[src/logic/sensor_pkg.sv]
// Constants for the sensor serial port and its burst sequencer.
// Assumes a 25 MHz core clock and a host that masters the four-wire port.
//
// What this block does
// - First byte holds seven address bits; top bit high means write, low means read.
// - Chip select going high aborts any transaction and resets the port, at once outside bursts, after the burst exit time for a burst.
// - Burst bytes stream to or from one burst address, with no further address byte or gap.
// - A read of 0x50 starts a motion burst of up to 14 bytes.
// - Motion burst returns its fourteen bytes in the fixed documented order.
// - A burst ends only after chip select stays high for the burst exit time.
// - Register 0x39 selects 1.5K or 3K firmware download; default is 1.5K.
// - Frame capture stops navigation and discards firmware until reset and reload.
// - After motion bit 0 reads one, host bursts 900 pixels from the image stream.
// - Image stream reads before the image is ready return zero bytes.
// - Writing 0xb6 to 0x3b enters shutdown and drives the emitter enable high.
// - In shutdown every command except 0x5a to 0x3a is ignored.

package sensor_pkg;

    // ----------------------------------------
    // Clock and timing
    // ----------------------------------------
    localparam int CLK_PERIOD_NS   = 40;
    localparam int BURST_EXIT_NS   = 500;
    localparam int BURST_EXIT_CYC  = (BURST_EXIT_NS + CLK_PERIOD_NS - 1) / CLK_PERIOD_NS;
    localparam int CAPTURE_FRAMES  = 2;

    // ----------------------------------------
    // Register addresses
    // ----------------------------------------
    localparam logic [6:0] A_MOTION_STATUS  = 7'h02;
    localparam logic [6:0] A_DX_LO          = 7'h03;
    localparam logic [6:0] A_DX_HI          = 7'h04;
    localparam logic [6:0] A_DY_LO          = 7'h05;
    localparam logic [6:0] A_DY_HI          = 7'h06;
    localparam logic [6:0] A_SURF_QUAL      = 7'h07;
    localparam logic [6:0] A_PIX_SUM        = 7'h08;
    localparam logic [6:0] A_PIX_MAX        = 7'h09;
    localparam logic [6:0] A_PIX_MIN        = 7'h0a;
    localparam logic [6:0] A_SHUT_LO        = 7'h0b;
    localparam logic [6:0] A_SHUT_HI        = 7'h0c;
    localparam logic [6:0] A_FP_LO          = 7'h0d;
    localparam logic [6:0] A_FP_HI          = 7'h0e;
    localparam logic [6:0] A_CAPTURE        = 7'h12;
    localparam logic [6:0] A_FW_LOAD_CTRL   = 7'h13;
    localparam logic [6:0] A_EMITTER_CTRL   = 7'h20;
    localparam logic [6:0] A_HEALTH         = 7'h24;
    localparam logic [6:0] A_FW_SIZE_CFG    = 7'h39;
    localparam logic [6:0] A_SOFT_RESET     = 7'h3a;
    localparam logic [6:0] A_SHUTDOWN       = 7'h3b;
    localparam logic [6:0] A_COMPL_CODE     = 7'h3f;
    localparam logic [6:0] A_MOVE_BURST     = 7'h50;
    localparam logic [6:0] A_FW_STREAM      = 7'h62;
    localparam logic [6:0] A_IMG_STREAM     = 7'h64;

    // ----------------------------------------
    // Command values, resets, fields
    // ----------------------------------------
    localparam logic [7:0] CMD_RESET        = 8'h5a;
    localparam logic [7:0] CMD_SHUTDOWN     = 8'hb6;
    localparam logic [7:0] CMD_FW_INIT      = 8'h1d;
    localparam logic [7:0] CMD_FW_START     = 8'h18;
    localparam logic [7:0] CMD_CAP_FIRST    = 8'h93;
    localparam logic [7:0] CMD_CAP_SECOND   = 8'hc5;
    localparam logic [7:0] EMITTER_RST      = 8'h01;
    localparam logic [7:0] FW_SIZE_RST      = 8'h00;
    localparam int         EMIT_OFF_BIT     = 0;
    localparam int         FW_SIZE_3K_BIT   = 1;
    localparam int         RW_BIT           = 7;
    // Arbitrary value, not tied to any real part
    localparam logic [7:0] COMPL_CODE_VAL   = 8'h5e;

    localparam logic [11:0] FW_LEN_SMALL    = 12'h600;
    localparam logic [11:0] FW_LEN_FULL     = 12'hc00;
    localparam logic [9:0]  PIXEL_COUNT     = 10'h384;
    localparam logic [3:0]  MB_LEN          = 4'he;

    // Register read order of the motion burst
    localparam logic [6:0] MB_ORDER [14] = '{
        A_MOTION_STATUS, A_HEALTH, A_DX_LO, A_DX_HI, A_DY_LO, A_DY_HI, A_SURF_QUAL,
        A_PIX_SUM, A_PIX_MAX, A_PIX_MIN, A_SHUT_HI, A_SHUT_LO, A_FP_HI, A_FP_LO
    };

    typedef enum logic [2:0] {
        ST_ADDR   = 3'b000,
        ST_WDATA  = 3'b001,
        ST_RDATA  = 3'b010,
        ST_FBURST = 3'b011,
        ST_LOCKED = 3'b100
    } port_state_e;

    typedef enum logic [1:0] {
        BK_NONE   = 2'b00,
        BK_MOTION = 2'b01,
        BK_PIXEL  = 2'b10
    } burst_kind_e;

endpackage : sensor_pkg

[src/logic/pin_sync.sv]
// Two-flop synchroniser for one pin that comes from outside the core clock.
// Assumes the pin may change at any time relative to ref_clk_i.
`timescale 1ns/1ps

module pin_sync #(
    parameter logic RST_VAL = 1'b0
) (
    input  wire logic ref_clk_i,
    input  wire logic rstn_i,
    input  wire logic pin_i,
    output logic      sync_o
);

    logic meta_q;

    always_ff @(posedge ref_clk_i) begin
        if (!rstn_i) begin
            meta_q <= RST_VAL;
            sync_o <= RST_VAL;
        end else begin
            meta_q <= pin_i;
            sync_o <= meta_q;
        end
    end

endmodule : pin_sync

[src/logic/sensor_serial_burst_sequencer.sv]
// Device side of the sensor serial port: register access, bursts, capture, shutdown.
// Assumes serial pins arrive asynchronously and the imaging core supplies the values.
`timescale 1ns/1ps

module sensor_serial_burst_sequencer (
    input  wire logic        ref_clk_i,
    input  wire logic        rstn_i,
    input  wire logic        sclk_i,
    input  wire logic        mosi_i,
    input  wire logic        chip_select_n_i,
    output logic             miso_o,
    output logic             miso_oe_o,
    input  wire logic        frame_tick_i,
    input  wire logic        motion_i,
    input  wire logic [7:0]  health_flags_i,
    input  wire logic [15:0] delta_x_i,
    input  wire logic [15:0] delta_y_i,
    input  wire logic [7:0]  surface_quality_i,
    input  wire logic [7:0]  pixel_sum_i,
    input  wire logic [7:0]  pixel_max_i,
    input  wire logic [7:0]  pixel_min_i,
    input  wire logic [15:0] shutter_i,
    input  wire logic [15:0] frame_period_i,
    input  wire logic [7:0]  pixel_data_i,
    output logic [9:0]       pixel_addr_o,
    output logic             motion_clear_o,
    output logic             capture_start_o,
    output logic             core_reset_o,
    output logic             fw_write_o,
    output logic [11:0]      fw_addr_o,
    output logic [7:0]       fw_data_o,
    output logic             nav_enable_o,
    output logic             emitter_enable_n_o
);

    // ----------------------------------------
    // Pin synchronisers and edges
    // ----------------------------------------
    logic sclk_s, mosi_s, ncs_s, sclk_d_q;

    pin_sync #(.RST_VAL(1'b1)) u_sync_sclk (
        .ref_clk_i(ref_clk_i), .rstn_i(rstn_i), .pin_i(sclk_i), .sync_o(sclk_s));
    pin_sync #(.RST_VAL(1'b0)) u_sync_mosi (
        .ref_clk_i(ref_clk_i), .rstn_i(rstn_i), .pin_i(mosi_i), .sync_o(mosi_s));
    pin_sync #(.RST_VAL(1'b1)) u_sync_ncs (
        .ref_clk_i(ref_clk_i), .rstn_i(rstn_i), .pin_i(chip_select_n_i), .sync_o(ncs_s));

    always_ff @(posedge ref_clk_i) begin
        if (!rstn_i) begin
            sclk_d_q <= 1'b1;
        end else begin
            sclk_d_q <= sclk_s;
        end
    end

    logic sclk_rise, sclk_fall;
    assign sclk_rise = ~ncs_s & sclk_s & ~sclk_d_q;
    assign sclk_fall = ~ncs_s & ~sclk_s & sclk_d_q;

    // ----------------------------------------
    // Port state
    // ----------------------------------------
    sensor_pkg::port_state_e state_q;
    sensor_pkg::burst_kind_e burst_q;
    logic [7:0]  rx_q;
    logic [2:0]  bit_cnt_q;
    logic [6:0]  addr_q;
    logic        wr_q;
    logic [7:0]  rx_next;
    logic        byte_done;
    logic [$clog2(sensor_pkg::BURST_EXIT_CYC+1)-1:0] exit_cnt_q;
    logic        shutdown_q;
    logic        fw_armed_q;

    assign rx_next   = {rx_q[6:0], mosi_s};
    assign byte_done = sclk_rise & (bit_cnt_q == 3'h7);

    logic addr_done, wr_fire, rd_start;
    assign addr_done = byte_done & (state_q == sensor_pkg::ST_ADDR);
    // Shutdown lets only writes to the soft reset register through
    assign wr_fire   = byte_done & (state_q == sensor_pkg::ST_WDATA) & wr_q &
                       (~shutdown_q | (addr_q == sensor_pkg::A_SOFT_RESET));
    assign rd_start  = addr_done & ~rx_next[sensor_pkg::RW_BIT] & ~shutdown_q;

    always_ff @(posedge ref_clk_i) begin
        if (!rstn_i) begin
            state_q    <= sensor_pkg::ST_ADDR;
            burst_q    <= sensor_pkg::BK_NONE;
            rx_q       <= 8'h00;
            bit_cnt_q  <= 3'h0;
            addr_q     <= 7'h00;
            wr_q       <= 1'b0;
            exit_cnt_q <= '0;
        end else if (ncs_s) begin
            // Bursts stay locked until chip select has been high long enough
            rx_q      <= 8'h00;
            bit_cnt_q <= 3'h0;
            if (state_q == sensor_pkg::ST_LOCKED || state_q == sensor_pkg::ST_FBURST ||
                burst_q != sensor_pkg::BK_NONE) begin
                state_q <= sensor_pkg::ST_LOCKED;
                if (exit_cnt_q == ($bits(exit_cnt_q))'(sensor_pkg::BURST_EXIT_CYC - 1)) begin
                    state_q    <= sensor_pkg::ST_ADDR;
                    burst_q    <= sensor_pkg::BK_NONE;
                    exit_cnt_q <= '0;
                end else begin
                    exit_cnt_q <= exit_cnt_q + 1'b1;
                end
            end else begin
                state_q <= sensor_pkg::ST_ADDR;
            end
        end else begin
            exit_cnt_q <= '0;
            if (sclk_rise && state_q != sensor_pkg::ST_LOCKED) begin
                rx_q      <= rx_next;
                bit_cnt_q <= bit_cnt_q + 3'h1;
            end
            if (addr_done) begin
                addr_q <= rx_next[6:0];
                wr_q   <= rx_next[sensor_pkg::RW_BIT];
                if (rd_start && rx_next[6:0] == sensor_pkg::A_MOVE_BURST) begin
                    state_q <= sensor_pkg::ST_RDATA;
                    burst_q <= sensor_pkg::BK_MOTION;
                end else if (rd_start && rx_next[6:0] == sensor_pkg::A_IMG_STREAM) begin
                    state_q <= sensor_pkg::ST_RDATA;
                    burst_q <= sensor_pkg::BK_PIXEL;
                end else if (rd_start) begin
                    state_q <= sensor_pkg::ST_RDATA;
                end else if (rx_next[sensor_pkg::RW_BIT] && fw_armed_q && ~shutdown_q &&
                             rx_next[6:0] == sensor_pkg::A_FW_STREAM) begin
                    state_q <= sensor_pkg::ST_FBURST;
                end else begin
                    // Reads in shutdown are swallowed as a discarded byte
                    state_q <= sensor_pkg::ST_WDATA;
                end
            end else if (byte_done && state_q == sensor_pkg::ST_WDATA) begin
                state_q <= sensor_pkg::ST_ADDR;
            end else if (byte_done && state_q == sensor_pkg::ST_RDATA &&
                         burst_q == sensor_pkg::BK_NONE) begin
                state_q <= sensor_pkg::ST_ADDR;
            end
        end
    end

    // ----------------------------------------
    // Register read path and MISO
    // ----------------------------------------
    logic       image_ready_q, miso_q, capture_go;
    logic [7:0] emitter_q, fw_size_q, tx_q;

    function automatic logic [7:0] reg_byte(input logic [6:0] a);
        logic [7:0] v;
        v = 8'h00;
        unique case (a)
            sensor_pkg::A_MOTION_STATUS: v = {motion_i, 6'h00, image_ready_q};
            sensor_pkg::A_HEALTH:        v = health_flags_i;
            sensor_pkg::A_DX_LO:         v = delta_x_i[7:0];
            sensor_pkg::A_DX_HI:         v = delta_x_i[15:8];
            sensor_pkg::A_DY_LO:         v = delta_y_i[7:0];
            sensor_pkg::A_DY_HI:         v = delta_y_i[15:8];
            sensor_pkg::A_SURF_QUAL:     v = surface_quality_i;
            sensor_pkg::A_PIX_SUM:       v = pixel_sum_i;
            sensor_pkg::A_PIX_MAX:       v = pixel_max_i;
            sensor_pkg::A_PIX_MIN:       v = pixel_min_i;
            sensor_pkg::A_SHUT_LO:       v = shutter_i[7:0];
            sensor_pkg::A_SHUT_HI:       v = shutter_i[15:8];
            sensor_pkg::A_FP_LO:         v = frame_period_i[7:0];
            sensor_pkg::A_FP_HI:         v = frame_period_i[15:8];
            sensor_pkg::A_EMITTER_CTRL:  v = emitter_q;
            sensor_pkg::A_FW_SIZE_CFG:   v = fw_size_q;
            sensor_pkg::A_COMPL_CODE:    v = sensor_pkg::COMPL_CODE_VAL;
            default:                     v = 8'h00;
        endcase
        return v;
    endfunction : reg_byte

    logic [3:0] mb_idx_q;
    logic [9:0] pix_idx_q;
    logic [7:0] pix_byte;
    logic       load_next;

    // Pixel memory sits in the imaging core and answers pixel_addr_o in the same cycle
    assign pix_byte  = (image_ready_q && pix_idx_q < sensor_pkg::PIXEL_COUNT) ?
                       pixel_data_i : 8'h00;
    assign load_next = byte_done & (state_q == sensor_pkg::ST_RDATA) & ~ncs_s;
    assign pixel_addr_o = pix_idx_q;

    always_ff @(posedge ref_clk_i) begin
        if (!rstn_i || ncs_s) begin
            tx_q      <= 8'h00;
            mb_idx_q  <= 4'h0;
            miso_q    <= 1'b0;
        end else if (rd_start && rx_next[6:0] == sensor_pkg::A_MOVE_BURST) begin
            tx_q     <= reg_byte(sensor_pkg::MB_ORDER[0]);
            mb_idx_q <= 4'h1;
        end else if (rd_start && rx_next[6:0] == sensor_pkg::A_IMG_STREAM) begin
            tx_q <= pix_byte;
        end else if (rd_start) begin
            tx_q <= reg_byte(rx_next[6:0]);
        end else if (load_next && burst_q == sensor_pkg::BK_MOTION) begin
            // Next byte follows with no gap and no address
            tx_q     <= (mb_idx_q < sensor_pkg::MB_LEN) ?
                        reg_byte(sensor_pkg::MB_ORDER[mb_idx_q]) : 8'h00;
            mb_idx_q <= (mb_idx_q < sensor_pkg::MB_LEN) ? mb_idx_q + 4'h1 : mb_idx_q;
        end else if (load_next && burst_q == sensor_pkg::BK_PIXEL) begin
            tx_q <= pix_byte;
        end else if (sclk_fall && state_q == sensor_pkg::ST_RDATA) begin
            miso_q <= tx_q[7];
            tx_q   <= {tx_q[6:0], 1'b0};
        end
    end

    assign miso_o    = miso_q;
    assign miso_oe_o = ~ncs_s;

    // ----------------------------------------
    // Configuration, commands and shutdown
    // ----------------------------------------
    logic soft_rst;
    assign soft_rst = wr_fire & (addr_q == sensor_pkg::A_SOFT_RESET) &
                      (rx_next == sensor_pkg::CMD_RESET);

    always_ff @(posedge ref_clk_i) begin
        if (!rstn_i || soft_rst) begin
            emitter_q  <= sensor_pkg::EMITTER_RST;
            fw_size_q  <= sensor_pkg::FW_SIZE_RST;
            shutdown_q <= 1'b0;
        end else if (wr_fire) begin
            if (addr_q == sensor_pkg::A_EMITTER_CTRL) begin
                emitter_q <= rx_next;
            end
            if (addr_q == sensor_pkg::A_FW_SIZE_CFG) begin
                fw_size_q <= rx_next;
            end
            if (addr_q == sensor_pkg::A_SHUTDOWN && rx_next == sensor_pkg::CMD_SHUTDOWN) begin
                shutdown_q <= 1'b1;
            end
        end
    end

    always_ff @(posedge ref_clk_i) begin
        if (!rstn_i) begin
            motion_clear_o     <= 1'b0;
            core_reset_o       <= 1'b0;
            emitter_enable_n_o <= 1'b1;
        end else begin
            motion_clear_o     <= wr_fire & (addr_q == sensor_pkg::A_MOTION_STATUS);
            core_reset_o       <= soft_rst;
            emitter_enable_n_o <= shutdown_q | emitter_q[sensor_pkg::EMIT_OFF_BIT];
        end
    end

    // ----------------------------------------
    // Firmware download
    // ----------------------------------------
    logic        fw_init_q, fw_valid_q;
    logic [11:0] fw_cnt_q;
    logic [11:0] fw_len;
    logic        fw_byte;
    assign fw_len  = fw_size_q[sensor_pkg::FW_SIZE_3K_BIT] ?
                     sensor_pkg::FW_LEN_FULL : sensor_pkg::FW_LEN_SMALL;
    assign fw_byte = byte_done & (state_q == sensor_pkg::ST_FBURST) & (fw_cnt_q < fw_len);

    always_ff @(posedge ref_clk_i) begin
        if (!rstn_i || soft_rst || capture_go) begin
            fw_init_q  <= 1'b0;
            fw_armed_q <= 1'b0;
            fw_valid_q <= 1'b0;
            fw_cnt_q   <= 12'h000;
            fw_write_o <= 1'b0;
            fw_addr_o  <= 12'h000;
            fw_data_o  <= 8'h00;
        end else begin
            fw_write_o <= fw_byte;
            if (wr_fire && addr_q == sensor_pkg::A_FW_LOAD_CTRL) begin
                fw_init_q  <= (rx_next == sensor_pkg::CMD_FW_INIT);
                fw_armed_q <= fw_init_q & (rx_next == sensor_pkg::CMD_FW_START);
                fw_valid_q <= 1'b0;
                fw_cnt_q   <= 12'h000;
            end
            if (fw_byte) begin
                fw_addr_o <= fw_cnt_q;
                fw_data_o <= rx_next;
                fw_cnt_q  <= fw_cnt_q + 12'h001;
                if (fw_cnt_q == fw_len - 12'h001) begin
                    fw_valid_q <= 1'b1;
                    fw_armed_q <= 1'b0;
                end
            end
        end
    end

    // ----------------------------------------
    // Frame capture
    // ----------------------------------------
    logic       cap_armed_q, cap_dirty_q;
    logic [1:0] cap_wait_q;
    assign capture_go = wr_fire & (addr_q == sensor_pkg::A_CAPTURE) & cap_armed_q &
                        (rx_next == sensor_pkg::CMD_CAP_SECOND);

    always_ff @(posedge ref_clk_i) begin
        if (!rstn_i || soft_rst) begin
            cap_armed_q     <= 1'b0;
            cap_dirty_q     <= 1'b0;
            cap_wait_q      <= 2'h0;
            image_ready_q   <= 1'b0;
            pix_idx_q       <= 10'h000;
            capture_start_o <= 1'b0;
            nav_enable_o    <= 1'b0;
        end else begin
            capture_start_o <= capture_go;
            nav_enable_o    <= fw_valid_q & ~cap_dirty_q & ~capture_go;
            if (wr_fire && addr_q == sensor_pkg::A_CAPTURE) begin
                cap_armed_q <= (rx_next == sensor_pkg::CMD_CAP_FIRST);
            end
            if (capture_go) begin
                cap_dirty_q   <= 1'b1;
                image_ready_q <= 1'b0;
                pix_idx_q     <= 10'h000;
                cap_wait_q    <= 2'(sensor_pkg::CAPTURE_FRAMES);
            end else if (frame_tick_i && cap_wait_q != 2'h0) begin
                cap_wait_q <= cap_wait_q - 2'h1;
                if (cap_wait_q == 2'h1) begin
                    image_ready_q <= 1'b1;
                end
            end
            if (image_ready_q && pix_idx_q < sensor_pkg::PIXEL_COUNT &&
                ((rd_start && rx_next[6:0] == sensor_pkg::A_IMG_STREAM) ||
                 (load_next && burst_q == sensor_pkg::BK_PIXEL))) begin
                pix_idx_q <= pix_idx_q + 10'h001;
            end
        end
    end

endmodule : sensor_serial_burst_sequencer
[config.mk]
export PLATFORM = sky130hd
export DESIGN_NAME = sensor_serial_burst_sequencer
export DESIGN_NICKNAME = d
export VERILOG_FILES = /design/src/logic/sensor_pkg.sv /design/src/logic/pin_sync.sv /design/src/logic/sensor_serial_burst_sequencer.sv
export SDC_FILE = /design/constraint.sdc
export NUM_CORES = 1
export LEC_CHECK = 0
export BUFFER_PORTS_ARGS = -buffer_cell sky130_fd_sc_hd__buf_2
export CAP_MARGIN = 20
export CORE_MARGIN = 5
export CORE_UTILIZATION = 50
export DETAILED_ROUTE_END_ITERATION = 10
export PLACE_DENSITY = 0.76
export SYNTH_ARGS = -nofsm -noshare
export SYNTH_HDL_FRONTEND = slang
export SYNTH_SLANG_ARGS = --single-unit
[constraint.sdc]
create_clock -name ref_clk_i -period 3.15 [get_ports ref_clk_i]
set_clock_uncertainty 0.15 [all_clocks]
set_input_delay 0.4725 -clock ref_clk_i [delete_from_list [all_inputs] [get_ports ref_clk_i]]
set_output_delay 0.4725 -clock ref_clk_i [all_outputs]
set_load 0.02 [all_outputs]
# Word-level counts from Yosys, hierarchy flattened
# Memories as Yosys holds them, arrays and structs flattened.
# Index checks and enable logic that the tools add are counted.
word_totals:
  ff_bits: 120
  romBits: 112
  out_inout_bits: 38
  wordCells: 256
  mem_count: 1
classes:
  addsub: 7
  magnitude_cmp: 4
  eq_ne: 65
  muxes: 47
  bitwise_logic: 40
  reduce_logical: 52
memory_table:
  columns: ["memory", "words", "word_bits", "read_ports", "rd_ports_with_merged_regs", "write_ports", "line_no", "text"]
  rows:
  - ["(name not given)", 16, 7, 1, 0, 0, "sensor_serial_burst_sequencer.sv:202", "reg_byte(sensor_pkg::MB_ORDER[mb_idx_q]) : 8'h00;"]
op_table:
  columns: ["operator", "n"]
  rows:
  - ["$pmux W8 S17", 2]
  - ["$eq A7 B4 Y1 const B", 14]
  - ["$eq A7 B6 Y1 const B", 12]
  - ["$mux W8", 8]
  - ["$eq A7 B3 Y1 const B", 8]
  - ["$mux W12", 3]
  - ["$eq A7 B2 Y1 const B", 5]
  - ["$and A1 B1 Y1", 24]
  - ["$eq A8 B8 Y1 const B", 3]
  - ["$mux W2", 12]
  - ["$eq A7 B7 Y1 const B", 3]
  - ["$mux W10", 2]
  - ["$logic_and A1 B1 Y1", 18]
  - ["$mux W3", 6]
  - ["$eq A8 B5 Y1 const B", 2]
  - ["$reduce_bool A2 Y1", 8]
  - ["$eq A7 B5 Y1 const B", 2]
  - ["$mux W7", 2]
  - ["$not A1 Y1", 13]
  - ["$add A12 B1 Y12 const B", 1]
  - ["$eq A12 B12 Y1", 1]
  - ["$lt A12 B12 Y1", 1]
  - ["$reduce_and A2 Y1", 6]
  - ["$reduce_and A4 Y1", 3]
  - ["32 further kinds", 56]

# Depth between registers and ports, before layout
# Gate-level depths: netlist of the first run.
logic_depth:
  depth_word: 12
  ltp_mapped: 13

# Modules after synthesis
# A second synthesis of the first run with hierarchy kept.
hier_totals:
  hier_cells: 959
  area_unflattened_um2: 7719.9
modules_own_cells:
  columns: ["module", "instances", "cells_each", "area_per_inst_um2", "seq_area_each_um2"]
  rows:
  - ["sensor_serial_burst_sequencer", 1, 947, 7562.3, 2282.2]
  - ["pin_sync", 3, 4, 52.6, 40.0]

# Worst setup path after synthesis of the first run
# Ideal clock, no wire load.
synth_path:
  path_type: "flip-flop to flip-flop"
  start: "reg mb_idx_q[0]"
  end: "reg tx_q[0]"
  setup_time_ps: 122
  arrival_ps: 2922
  slack_ps: -44
  path_stages_with_launch: 12
  period_less_slack_ps: 3194
  cell_sequence: "dfxtp_1 buf_2 inv_1 ha_1 buf_4 and4bb_2 or4_1 buf_2 a221o_2 o21bai_4 nor2_1 a221o_1"
synth_between:
  elab_chain_cells: 11
  elab_cells_between_ends: 28
  cone_classes: "order compare: 1; eq/ne: 17; mux: 8; bitwise: 1; memory: 1"
synth_rtl:
  columns: ["item", "line_no", "text"]
  rows:
  - ["from (decl)", "sensor_serial_burst_sequencer.sv:176", "logic [3:0] mb_idx_q;"]
  - ["from (signal assigned)", "sensor_serial_burst_sequencer.sv:203", "mb_idx_q <= (mb_idx_q < sensor_pkg::MB_LEN) ? mb_idx_q + 4'h1 : mb_idx_q;"]
  - ["$not A4 Y5 (not written as such)", "sensor_serial_burst_sequencer.sv:202", null]
  - ["$mem_v2 Z16 W7", null, null]
  - ["$mux W7 (not written as such) (2 in a row)", "sensor_serial_burst_sequencer.sv:202", null]
  - ["$eq A7 B6 Y1, or another cell as far along", "sensor_serial_burst_sequencer.sv:153", "unique case (a)"]
  - ["$pmux W8 S17", "sensor_serial_burst_sequencer.sv:153", null]
  - ["$mux W8 *", "sensor_serial_burst_sequencer.sv:201", "tx_q <= (mb_idx_q < sensor_pkg::MB_LEN) ?"]
  - ["$mux W8 *", "sensor_serial_burst_sequencer.sv:199", "end else if (load_next && burst_q == sensor_pkg::BK_MOTION) begin"]
  - ["$mux W8 *", "sensor_serial_burst_sequencer.sv:197", "end else if (rd_start) begin"]
  - ["$mux W8 *", "sensor_serial_burst_sequencer.sv:195", "end else if (rd_start && rx_next[6:0] == sensor_pkg::A_IMG_STREAM) begin"]
  - ["$mux W8 *", "sensor_serial_burst_sequencer.sv:192", "end else if (rd_start && rx_next[6:0] == sensor_pkg::A_MOVE_BURST) begin"]
  - ["to (signal assigned)", "sensor_serial_burst_sequencer.sv:193", "tx_q <= reg_byte(sensor_pkg::MB_ORDER[0]);"]
  - ["to (signal assigned)", "sensor_serial_burst_sequencer.sv:196", "tx_q <= pix_byte;"]
  - ["to (signal assigned)", "sensor_serial_burst_sequencer.sv:198", "tx_q <= reg_byte(rx_next[6:0]);"]
  - ["to (decl)", "sensor_serial_burst_sequencer.sv:148", "logic [7:0] emitter_q, fw_size_q, tx_q;"]
# Every way passes the cells marked *; elsewhere a longest branch is shown, timed or not. The select of a mux whose other input is x is not followed.
# A chain may end at the register's enable or synchronous reset.

# Final worst setup path of the first run
layout_path:
  start: "reg mb_idx_q[0]"
  end: "reg tx_q[6]"
layout_between:
  elab_chain_cells: 10
  elab_cells_between_ends: 27
  cone_classes: "order compare: 1; eq/ne: 17; mux: 7; bitwise: 1; memory: 1"
layout_rtl:
  columns: ["item", "line_no"]
  rows:
  - ["$not A4 Y5 (not written as such)", "sensor_serial_burst_sequencer.sv:202"]
  - ["$mem_v2 Z16 W7", null]
  - ["$mux W7 (not written as such) (2 in a row)", "sensor_serial_burst_sequencer.sv:202"]
  - ["$eq A7 B6 Y1, or another cell as far along", "sensor_serial_burst_sequencer.sv:153"]
  - ["$pmux W8 S17", "sensor_serial_burst_sequencer.sv:153"]
  - ["$mux W8 *", "sensor_serial_burst_sequencer.sv:201"]
  - ["$mux W8 *", "sensor_serial_burst_sequencer.sv:199"]
  - ["$mux W8 *", "sensor_serial_burst_sequencer.sv:197"]
  - ["$mux W8 *", "sensor_serial_burst_sequencer.sv:195"]
  - ["to (signal assigned)", "sensor_serial_burst_sequencer.sv:196"]
  - ["to (signal assigned)", "sensor_serial_burst_sequencer.sv:198"]
  - ["to (signal assigned)", "sensor_serial_burst_sequencer.sv:201"]
# Marked as above.

==> impl_metrics.yaml, run 1 <==
status:
  outcome: "finished clean"
layout:
  fillers: 1391
  fin_nets: 1286
  drive_gt1_share_pct: 25.0
  diodes: 0
  syn_to_final_growth_pct: 23.5
synth:
  synth_top_area_share_pct: 30.5
  synthAdderAreaFrac_pct: 2.54
  synth_compound_area_share_pct: 24.5
  synth_edf_count: 0
  yosysSeqAreaShare_pct: 30.5
  yosys.area_share.simple_pct: 28.6
  netlist_area_um2: 7870
  synth-warning-count: 0
  syn-num-nets: 1127
  synth_ff_type: "dfxtp_1"
  yosysTopAreaCell: "dfxtp_1"
  synth.area.mux_share_pct: 8.10
  async_flop_share_pct: 0
  synthCells: 992
  synth_top_family_by_area: "simple AND/OR/NAND/NOR gates"
  ys_ff_latch: 120
  synth.avg_cell_area_um2: 7.93
  yosysUniqueCellTypes: 92
  synthXorXnorAreaFrac_pct: 0.668
  synth_top_cells_by_area: "dfxtp_1 31%, mux2i_1 6.2%, nor2_1 5.5%, nand2_1 4.8%, a21oi_1 4.8%"
global_routing:
  grt_use_total_pct: 33.3
  grt_pass1_vias: 8248
  antenna_found_initial: 0
  grt_max_degree: 35
  grt_overflow: 0
  grt_pass1_wl_mm: 47.1
cts:
  clockBufferDepth: 2
  postCtsHoldBufs: 0
  cts_buffers: 17
  clkTransAtPathRegs_ns: 0.06
  htree_levels: 4
  cts-root-buf: "clkbuf_16"
  worstSkewPairLatency_ns: 0.42
  cts.sinks: 120
  post_cts_buffers: 0
  tritoncts: "built"
placement:
  portBuffers: 156
  place.gp.congestion: 1.09
  hpwl_mm: 23.6
timing:
  worst_pin_slew_ns: 0.770
  setup_viol: 0
  slew_headroom_pct: 48.6
  rsz0062_at_grt: "no"
  hold_violations: 0
  fmax_ghz: 0.328
  fin_crit_sh_pct: 96.9
  fin_crit_ns: 3.05
  slew_viol_final: 0
  fin_tns_setup_ns: 0
pwr:
  p_total_uw: 3890
  powerDensity_nw_per_um2: 401
  ir_worst_vdd_mv: 0.399
  leakage_uw: 0.00388
setup_path:
  path_max_fanout: 16
  worst-setup-path-type: "reg2reg"
  start_kind: "flip-flop"
  crit_arrival_ns: 3.20
  end_kind: "flip-flop"
  r2r-end: "tx_q[6]"
  worstRegToRegCells: 10
  r2r_start: "mb_idx_q[0]"
  worst_ep_required_time_ns: 3.30
  ff2ff_setup_slack_ns: 0.1
floorplanning:
  dieArea_um2: 18300
  num_rows: 45
  die_h_um: 135
  num_io_pins: 157
  core_um2: 15300
  die_w_um: 135
  start_util_pct: 51.4
hold_path:
  min_delay_path_depth: 2
  hold_end: "u_sync_ncs.meta_q"
  min-delay-start: "chip_select_n_i"
  hp-class: "in2reg"
route:
  drc: 0
  num_vias: 8783
  dr.first_iter.drc_count: 1014
  firstDrtPassIters: 5
  ant_nets: 0
  via_per_inst: 6.40
  wl_mm: 31.0
  wl_per_cell_um: 22.6
run:
  drv_cap: 0
[cell type report]
cell class | instances | area [um2] | share of cell area (%)
multi-input cells | 781 | 5080 | 52.3
repair buffers | 214 | 1250 | 12.9
clock buffers | 20 | 457 | 4.70
flip-flops and latches | 120 | 2400 | 24.7
clock inverters | 10 | 193 | 1.98
well taps | 211 | 264 | 2.72
inverters | 17 | 63.8 | 0.657
[metrics by stage]
step	cells	hold WS, ns	util, %	worst slack, ns	area, um2
after floorplan	992	0.236	-	0.000333	7870
after global placement	1343	0.238	59.1	0.145	9060
after detailed placement	1343	0.246	59.1	0.0753	9060
after CTS	1373	0.0774	63.4	0.0900	9710
after global routing	1373	0.0901	63.4	0.00205	9710
final	1373	0.0837	63.4	0.0985	9710
[flip-flops by register name, summed over array words and instances (netlist names), 2 cells and up]
| name | flops |
|---|---|
| fw_size_q | 8 |
| exit_cnt_q | 4 |
| pixel_addr_o | 10 |
| burst_q | 2 |
| fw_cnt_q | 12 |
| fw_data_o | 8 |
| addr_q | 7 |
| fw_addr_o | 12 |
| emitter_q | 8 |
| state_q | 3 |
| rx_q | 7 |
| mb_idx_q | 4 |
| bit_cnt_q | 3 |
| tx_q | 8 |
| cap_wait_q | 2 |
[cell families after synthesis]
kind of cell | Yosys count
buffers and inverters | 91
multiplexers | 61
AND/OR/NAND/NOR | 429
adder cells (fa/ha/maj) | 16
flip-flops | 120
AO/OA/AOI/OAI | 269
XOR/XNOR | 6
[cells in the final DEF (no fill, tap or decap), types with 14 or more instances in the layout]
cell type / synthesis / layout
a22o_1: 14 / 14
ha_1: 16 / 16
a32oi_1: 20 / 20
dfxtp_1: 120 / 120
and3_1: 18 / 18
mux2i_1: 49 / 49
a21oi_1: 75 / 75
and2_1: 13 / 14
o21ai_0: 24 / 24
clkbuf_16: 0 / 17
buf_2: 17 / 156
nor2_1: 115 / 115
a22oi_1: 25 / 25
inv_1: 16 / 16
nor3_1: 21 / 21
nand3b_1: 14 / 14
nand2_1: 101 / 101
buf_4: 1 / 55
nand3_1: 42 / 42
[report_power, final]
| part | internal [uW] | switching (uW) | total (uW) |
|---|---|---|---|
| registers | 1520 | 4.22 | 1530 |
| clock network | 1440 | 714 | 2160 |
| logic | 84.2 | 125 | 209 |
| total | 3050 | 844 | 3890 |
[worst max path at each step]
stage,slack [ns],endpoint,from,cells past startpoint
6_report,0.1,tx_q[6],mb_idx_q[0],10
3_3_place_gp,0.14,tx_q[2],rx_q[2],8
5_1_grt,0.002,tx_q[6],mb_idx_q[0],10
2_1_floorplan,0.0003,tx_q[0],mb_idx_q[0],11
4_1_cts,0.09,tx_q[6],mb_idx_q[0],10
3_5_place_dp,0.08,tx_q[6],mb_idx_q[0],10
[worst max-delay path: stages (launching register included)]
cell	delay (ns)
dfxtp_1	0.32
inv_1	0.05
ha_1	0.38
and4bb_2	0.27
or4_1	0.57
buf_4	0.26
and3_1	0.19
a2111oi_1	0.33
and3_1	0.22
a211o_1	0.12
a21oi_1	0.06
[Yosys cell counts (8+ instances only)]
library cell and count:
dfxtp_1 120, nor2_1 115, nand2_1 101, a21oi_1 75
mux2i_1 49, nand3_1 42, clkbuf_1 37, a22oi_1 25
o21ai_0 24, nor3_1 21, a32oi_1 20, and3_1 18
buf_2 17, ha_1 16, inv_1 16, buf_1 15
a22o_1 14, nand3b_1 14, and2_1 13, nand4_1 12
a221oi_1 11, mux2_2 11, nand2b_1 11, nor2b_1 10
or4_1 10, a31oi_1 8, or2_2 8
[per-layer routing]
metal / global-route usage, % / wire (um) / up-vias
met5: 0 / 0 / -
met4: 13.9 / 1270 / 0
met3: 8.14 / 3070 / 99
met2: 51.4 / 13600 / 529
met1: 44.5 / 13100 / 4129
li1: - / - / 4026
[what timing repair did]
item	CTS	global route
endpoints found under the hold margin	0	0
gates resized for setup	0	3
endpoints found under the setup margin	0	36
No activity file was read; power rests on OpenSTA's default activity.
==> inputs of run 2 (changes only) <==
Settings changed: REMOVE_ABC_BUFFERS set to 1.
==> run 2 against run 1 <==
Non-clock buffer count increased by 12. Global-route usage decreased by 1.2 points. Cell count increased by 0.95%. First-iteration DRC count increased by 0.30%. Register-to-register slack improved by 0.06 ns. Sequential share of layout area decreased by 0.18 points. Die area unchanged. Critical endpoint is now tx_q[4]. Largest power group unchanged.
==> impl_metrics.yaml, run 2 (synthesized netlist as in run 1, its figures left out) <==
status:
  outcome: "finished clean"
layout:
  final_cell_mix: "156 x buf_2, 120 x dfxtp_1, 115 x nor2_1"
  fillers: 1377
  drive_gt1_share_pct: 25.7
  final_common_cell: "buf_2"
  syn_to_final_growth_pct: 24.4
  fin_nets: 1298
  finish.utilization_pct: 63.9
placement:
  place.gp.congestion: 1.14
  place_ws_ns: 0.199
  hpwl_mm: 23.1
  portBuffers: 156
cts:
  cts.sinks: 120
  clockBufferDepth: 2
  cts-root-buf: "clkbuf_16"
  postCtsHoldBufs: 0
  clkTransAtPathRegs_ns: 0.06
  tritoncts: "built"
  cts_buffers: 17
  post_cts_buffers: 0
  worstSkewPairLatency_ns: 0.42
  htree_levels: 4
setup_path:
  worst_ep_required_time_ns: 3.31
  crit_chain: "ha_1 > buf_4 > nor2_1 > mux4_2 > and2_1 > a221o_1 > nor3_1 > o311a_1 > o21ai_1"
  ff2ff_setup_slack_ns: 0.15
  cp-startpoint: "mb_idx_q[1]"
  crit_arrival_ns: 3.16
  worst-path-stages: 9
  start_kind: "flip-flop"
  cp_slowest_cell: "mux4_2"
  r2r_start: "mb_idx_q[1]"
  r2r-end: "tx_q[4]"
  critPathCapture: "tx_q[4]"
  worst-setup-path-type: "reg2reg"
  crit_path_max_incr_delay_ns: 0.61
  path_buf_inv: 1
  cp_top_family: "simple AND/OR/NAND/NOR gates"
  worstRegToRegCells: 9
  path_max_fanout: 9
  end_kind: "flip-flop"
route:
  ant_nets: 0
  wl_per_cell_um: 21.8
  dr.first_iter.drc_count: 1017
  via_per_inst: 6.44
  num_vias: 8928
  drc: 0
  wl_mm: 30.2
  firstDrtPassIters: 8
floorplanning:
  num_rows: 45
  die_w_um: 135
  core_um2: 15300
  num_io_pins: 157
  dieArea_um2: 18300
  die_h_um: 135
  start_util_pct: 51.4
timing:
  fin_crit_sh_pct: 95.1
  rsz0062_at_grt: "no"
  setup_viol: 0
  worst_pin_slew_ns: 0.702
  fmax_ghz: 0.334
  slew_headroom_pct: 53.1
  worst_slack_ns: 0.154
  fin_crit_ns: 3.00
  slew_viol_final: 0
  hold_violations: 0
pwr:
  p_seq_share_pct: 40.2
  ir_worst_vdd_mv: 0.438
  internal-power_uw: 2990
  comb_power_share_pct: 5.2
  switchingPower_uw: 812
  p_clk_share_pct: 54.6
  p_total_uw: 3800
  powerDensity_nw_per_um2: 388
  leakage_uw: 0.00394
  swShare_pct: 21.4
hold_path:
  min_delay_path_depth: 2
  hp-class: "in2reg"
global_routing:
  grt_overflow: 0
  grt_pass1_vias: 8402
  grt_max_degree: 40
  grt_use_total_pct: 32.1
  antenna_found_initial: 0
  grt_pass1_wl_mm: 46.1
run:
  drv_cap: 0
## run 2: per-stage QoR
stage / cells / instance area, um2 / hold WS (ns) / setup TNS [ns]
6_report: 1386 / 9780 / 0.0811 / 0
5_1_grt: 1385 / 9780 / 0.0914 / 0
4_1_cts: 1385 / 9770 / 0.0756 / 0
3_5_place_dp: 1355 / 9140 / 0.270 / 0
3_3_place_gp: 1355 / 9140 / 0.239 / 0
2_1_floorplan: 918 / 7530 / 0.236 / -16.63
## run 2: power groups by stage
stage / registers (uW) / logic, uW / clock network (uW)
2_1_floorplan: 1560 / 45.6 / 0
3_3_place_gp: 1560 / 193 / 0
3_5_place_dp: 1560 / 189 / 0
4_1_cts: 1530 / 189 / 2090
5_1_grt: 1530 / 205 / 2190
6_report: 1530 / 198 / 2070
## run 2: worst min-delay path by stage
stage	from	to	slack [ns]
2_1_floorplan	u_sync_ncs.meta_q	u_sync_ncs.sync_o	0.24
3_3_place_gp	u_sync_sclk.meta_q	u_sync_sclk.sync_o	0.24
3_5_place_dp	cap_dirty_q	nav_enable_o	0.27
4_1_cts	chip_select_n_i	u_sync_ncs.meta_q	0.08
5_1_grt	chip_select_n_i	u_sync_ncs.meta_q	0.09
6_report	chip_select_n_i	u_sync_ncs.meta_q	0.08
## run 2: repair_timing
action,in CTS,in global routing
resized for setup,0,1
endpoints found under the setup margin,0,1
endpoints found under the hold margin,0,0
## run 2: layout make-up
type                            instances  area, um2  share of cell area [%]
Inverter                               17       63.8                   0.652
Timing Repair Buffer                  226       1330                    13.6
Tap cell                              211        264                    2.70
Multi-Input combinational cell        781       5080                    52.0
Clock inverter                         10        168                    1.71
Clock buffer                           20        467                    4.77
Sequential cell                       120       2400                    24.6
Antenna cell                            1       2.50                  0.0256
## run 2: layer usage
| metal | GRT usage, % | vias to the layer above | part of all wire, % |
|---|---|---|---|
| li1 | - | 4055 | - |
| met4 | 13.0 | 0 | 4.4 |
| met5 | 0 | - | 0 |
| met1 | 42.1 | 4167 | 40 |
| met3 | 7.84 | 117 | 11 |
| met2 | 50.8 | 589 | 45 |
==> inputs of run 3 (changes only) <==
Settings changed: ABC_AREA set to 1.
Clock period 3.15 ns to 2.5 ns, I/O delays scaled along.
==> run 3 against run 2 <==
Worst setup slack got worse by 0.094 ns. Largest power group unchanged. Area after synthesis increased by 1.1%. First-iteration DRC count decreased by 3.9%. Design area increased by 8.3%. Global-route usage increased by 0.66 points. Largest cell class unchanged. Core utilization increased by 3.3 points. Critical path depth increased by 7.
==> impl_metrics.yaml, run 3 <==
timing:
  worst_pin_slew_ns: 0.886
  hold_violations: 0
  fin_crit_sh_pct: 97.6
  rsz0062_at_grt: "yes"
  slew_viol_final: 0
  fin_crit_ns: 2.44
  worst_slack_ns: 0.0599
  fin_tns_setup_ns: 0
  slew_headroom_pct: 40.5
  fmax_ghz: 0.410
  setup_viol: 0
placement:
  portBuffers: 156
  place.gp.congestion: 1.01
  dp.cells: 1696
  place_ws_ns: -0.0699
  post_dp_cell_area_um2: 9630
  hpwl_mm: 23.8
layout:
  final_common_cell: "nand2_1"
  finish.utilization_pct: 67.2
  syn_to_final_growth_pct: 33.2
  layout.cells.non_filler: 1747
  fin_area_um2: 10600
  drive_gt1_share_pct: 26.4
  final_cell_mix: "299 x nand2_1, 156 x buf_2, 155 x inv_1"
  fin_nets: 1650
setup_path:
  r2r_start: "mb_idx_q[1]"
  crit_path_max_incr_delay_ns: 0.37
  cp-startpoint: "mb_idx_q[1]"
  crit_arrival_ns: 2.59
  worst-setup-path-type: "reg2reg"
  start_kind: "flip-flop"
  worstRegToRegCells: 16
  end_kind: "flip-flop"
  worst_ep_required_time_ns: 2.65
  path_max_fanout: 10
  ff2ff_setup_slack_ns: 0.06
  cp_slowest_cell: "dfxtp_4"
  crit_chain: "ha_2 > ha_4 > nor2_4 > inv_1 > nand3_2 > nor2_4 > buf_4 > clkbuf_16 > nand3_1 > nand2_2 > nor3_2 > nand3_1 > nand2_1 > nand4_1 > nor2_1 > nor2_1"
route:
  dr.first_iter.drc_count: 977
  num_vias: 9662
  firstDrtPassIters: 6
  via_per_inst: 5.53
  drc: 0
  wl_mm: 31.4
  wl_per_cell_um: 17.9
  ant_nets: 0
pwr:
  leakage_uw: 0.00496
  ir_worst_vdd_mv: 0.528
  powerDensity_nw_per_um2: 432
synth:
  synthCells: 1267
  synth_top_cells_by_area: "dfxtp_1 30%, nand2_1 15%, nand3_1 9.4%, inv_1 7.5%, a21oi_1 6.2%"
  netlist_area_um2: 7960
  synth_edf_count: 0
  synthTopCellsByCount: "309 x nand2_1, 160 x inv_1, 149 x nand3_1, 120 x dfxtp_1, 113 x nor2_1"
  async_flop_share_pct: 0
  yosysTopAreaCell: "dfxtp_1"
  synth-warning-count: 0
  synth.avg_cell_area_um2: 6.28
  synth_ff_type: "dfxtp_1"
  yosysSeqAreaShare_pct: 30.2
  synth.most_common_cell: "nand2_1"
  synth_top_area_share_pct: 30.2
  yosysUniqueCellTypes: 49
  ys_ff_latch: 120
floorplanning:
  start_util_pct: 50.5
  dieArea_um2: 18500
  num_rows: 46
  num_io_pins: 157
  core_um2: 15800
  die_w_um: 136
  die_h_um: 136
hold_path:
  min_delay_path_depth: 2
  min-delay-start: "chip_select_n_i"
  hp-class: "in2reg"
cts:
  cts_buffers: 17
  cts.sinks: 120
  clockBufferDepth: 2
  cts-root-buf: "clkbuf_16"
  tritoncts: "built"
  clkTransAtPathRegs_ns: 0.06
  worstSkewPairLatency_ns: 0.41
  htree_levels: 4
global_routing:
  antenna_found_initial: 4
  grt_max_degree: 30
  grt_overflow: 0
  grt_use_total_pct: 32.8
  grt_pass1_wl_mm: 47.9
  grt_pass1_vias: 9031
run:
  drv_cap: 0
status:
  outcome: "finished clean"
-- run 3: worst paths after layout --
kind | to
worst min-delay path | u_sync_ncs.meta_q
worst max-delay path | tx_q[0]
worst max register to register | tx_q[0]
worst min register to register | u_sync_mosi.sync_o
-- run 3: metrics by stage --
step	total power [uW]	hold slack (ns)
final	4580	0.0123
after global routing	4720	0.00220
after CTS	4590	0.00122
after detailed placement	2210	0.249
after global placement	2210	0.248
after floorplan	2030	0.240
-- run 3: layout make-up --
class,instances,area [um2]
Fill cell,1478,5170
Inverter,174,666
Clock buffer,22,464
Clock inverter,10,121
Sequential cell,120,2410
Tap cell,216,270
Timing Repair Buffer,270,1820
Antenna cell,3,7.51
Multi-Input combinational cell,932,4830
-- run 3: critical path: cells and delay by family (launching register included) --
kind | cells | cell delay, ns
fa+ha+maj | 2 | 0.37
buf+inv | 3 | 0.39
flops | 1 | 0.37
simple gates | 11 | 1.03
-- run 3: power breakdown --
part / internal (uW) / switching [uW]
Clock: 1520 / 873
Sequential: 1920 / 5.80
Combinational: 106 / 148
Total: 3550 / 1030
-- run 3: metal layers --
metal | up-vias | global-route usage (%) | part of all wire [%]
met5 | - | 0 | 0.038
met4 | 2 | 10.8 | 3.1
met3 | 87 | 6.37 | 8.4
met2 | 491 | 55.2 | 48
met1 | 4398 | 42.1 | 41
li1 | 4684 | - | -
-- run 3: logic make-up (layout without fill, tap and decap cells) --
kind of cell | Yosys count | count (layout) | synth area share, %
AO/OA/AOI/OAI | 230 | 230 | 16.5
XOR/XNOR | 5 | 5 | 0.550
adder cells (fa/ha/maj) | 16 | 16 | 2.52
buffers and inverters | 215 | 476 | 11.3
flip-flops | 120 | 120 | 30.2
other | 0 | 3 | 0
AND/OR/NAND/NOR | 681 | 681 | 39.0
-- run 3: repair_timing --
action                     CTS  global route
resized for setup            4            50
setup endpoints to repair    8            71
hold buffers                 2             0
pin swaps                    1            12
gates cloned                 0             3
buffers inserted             1            10
hold endpoints to repair     2             0
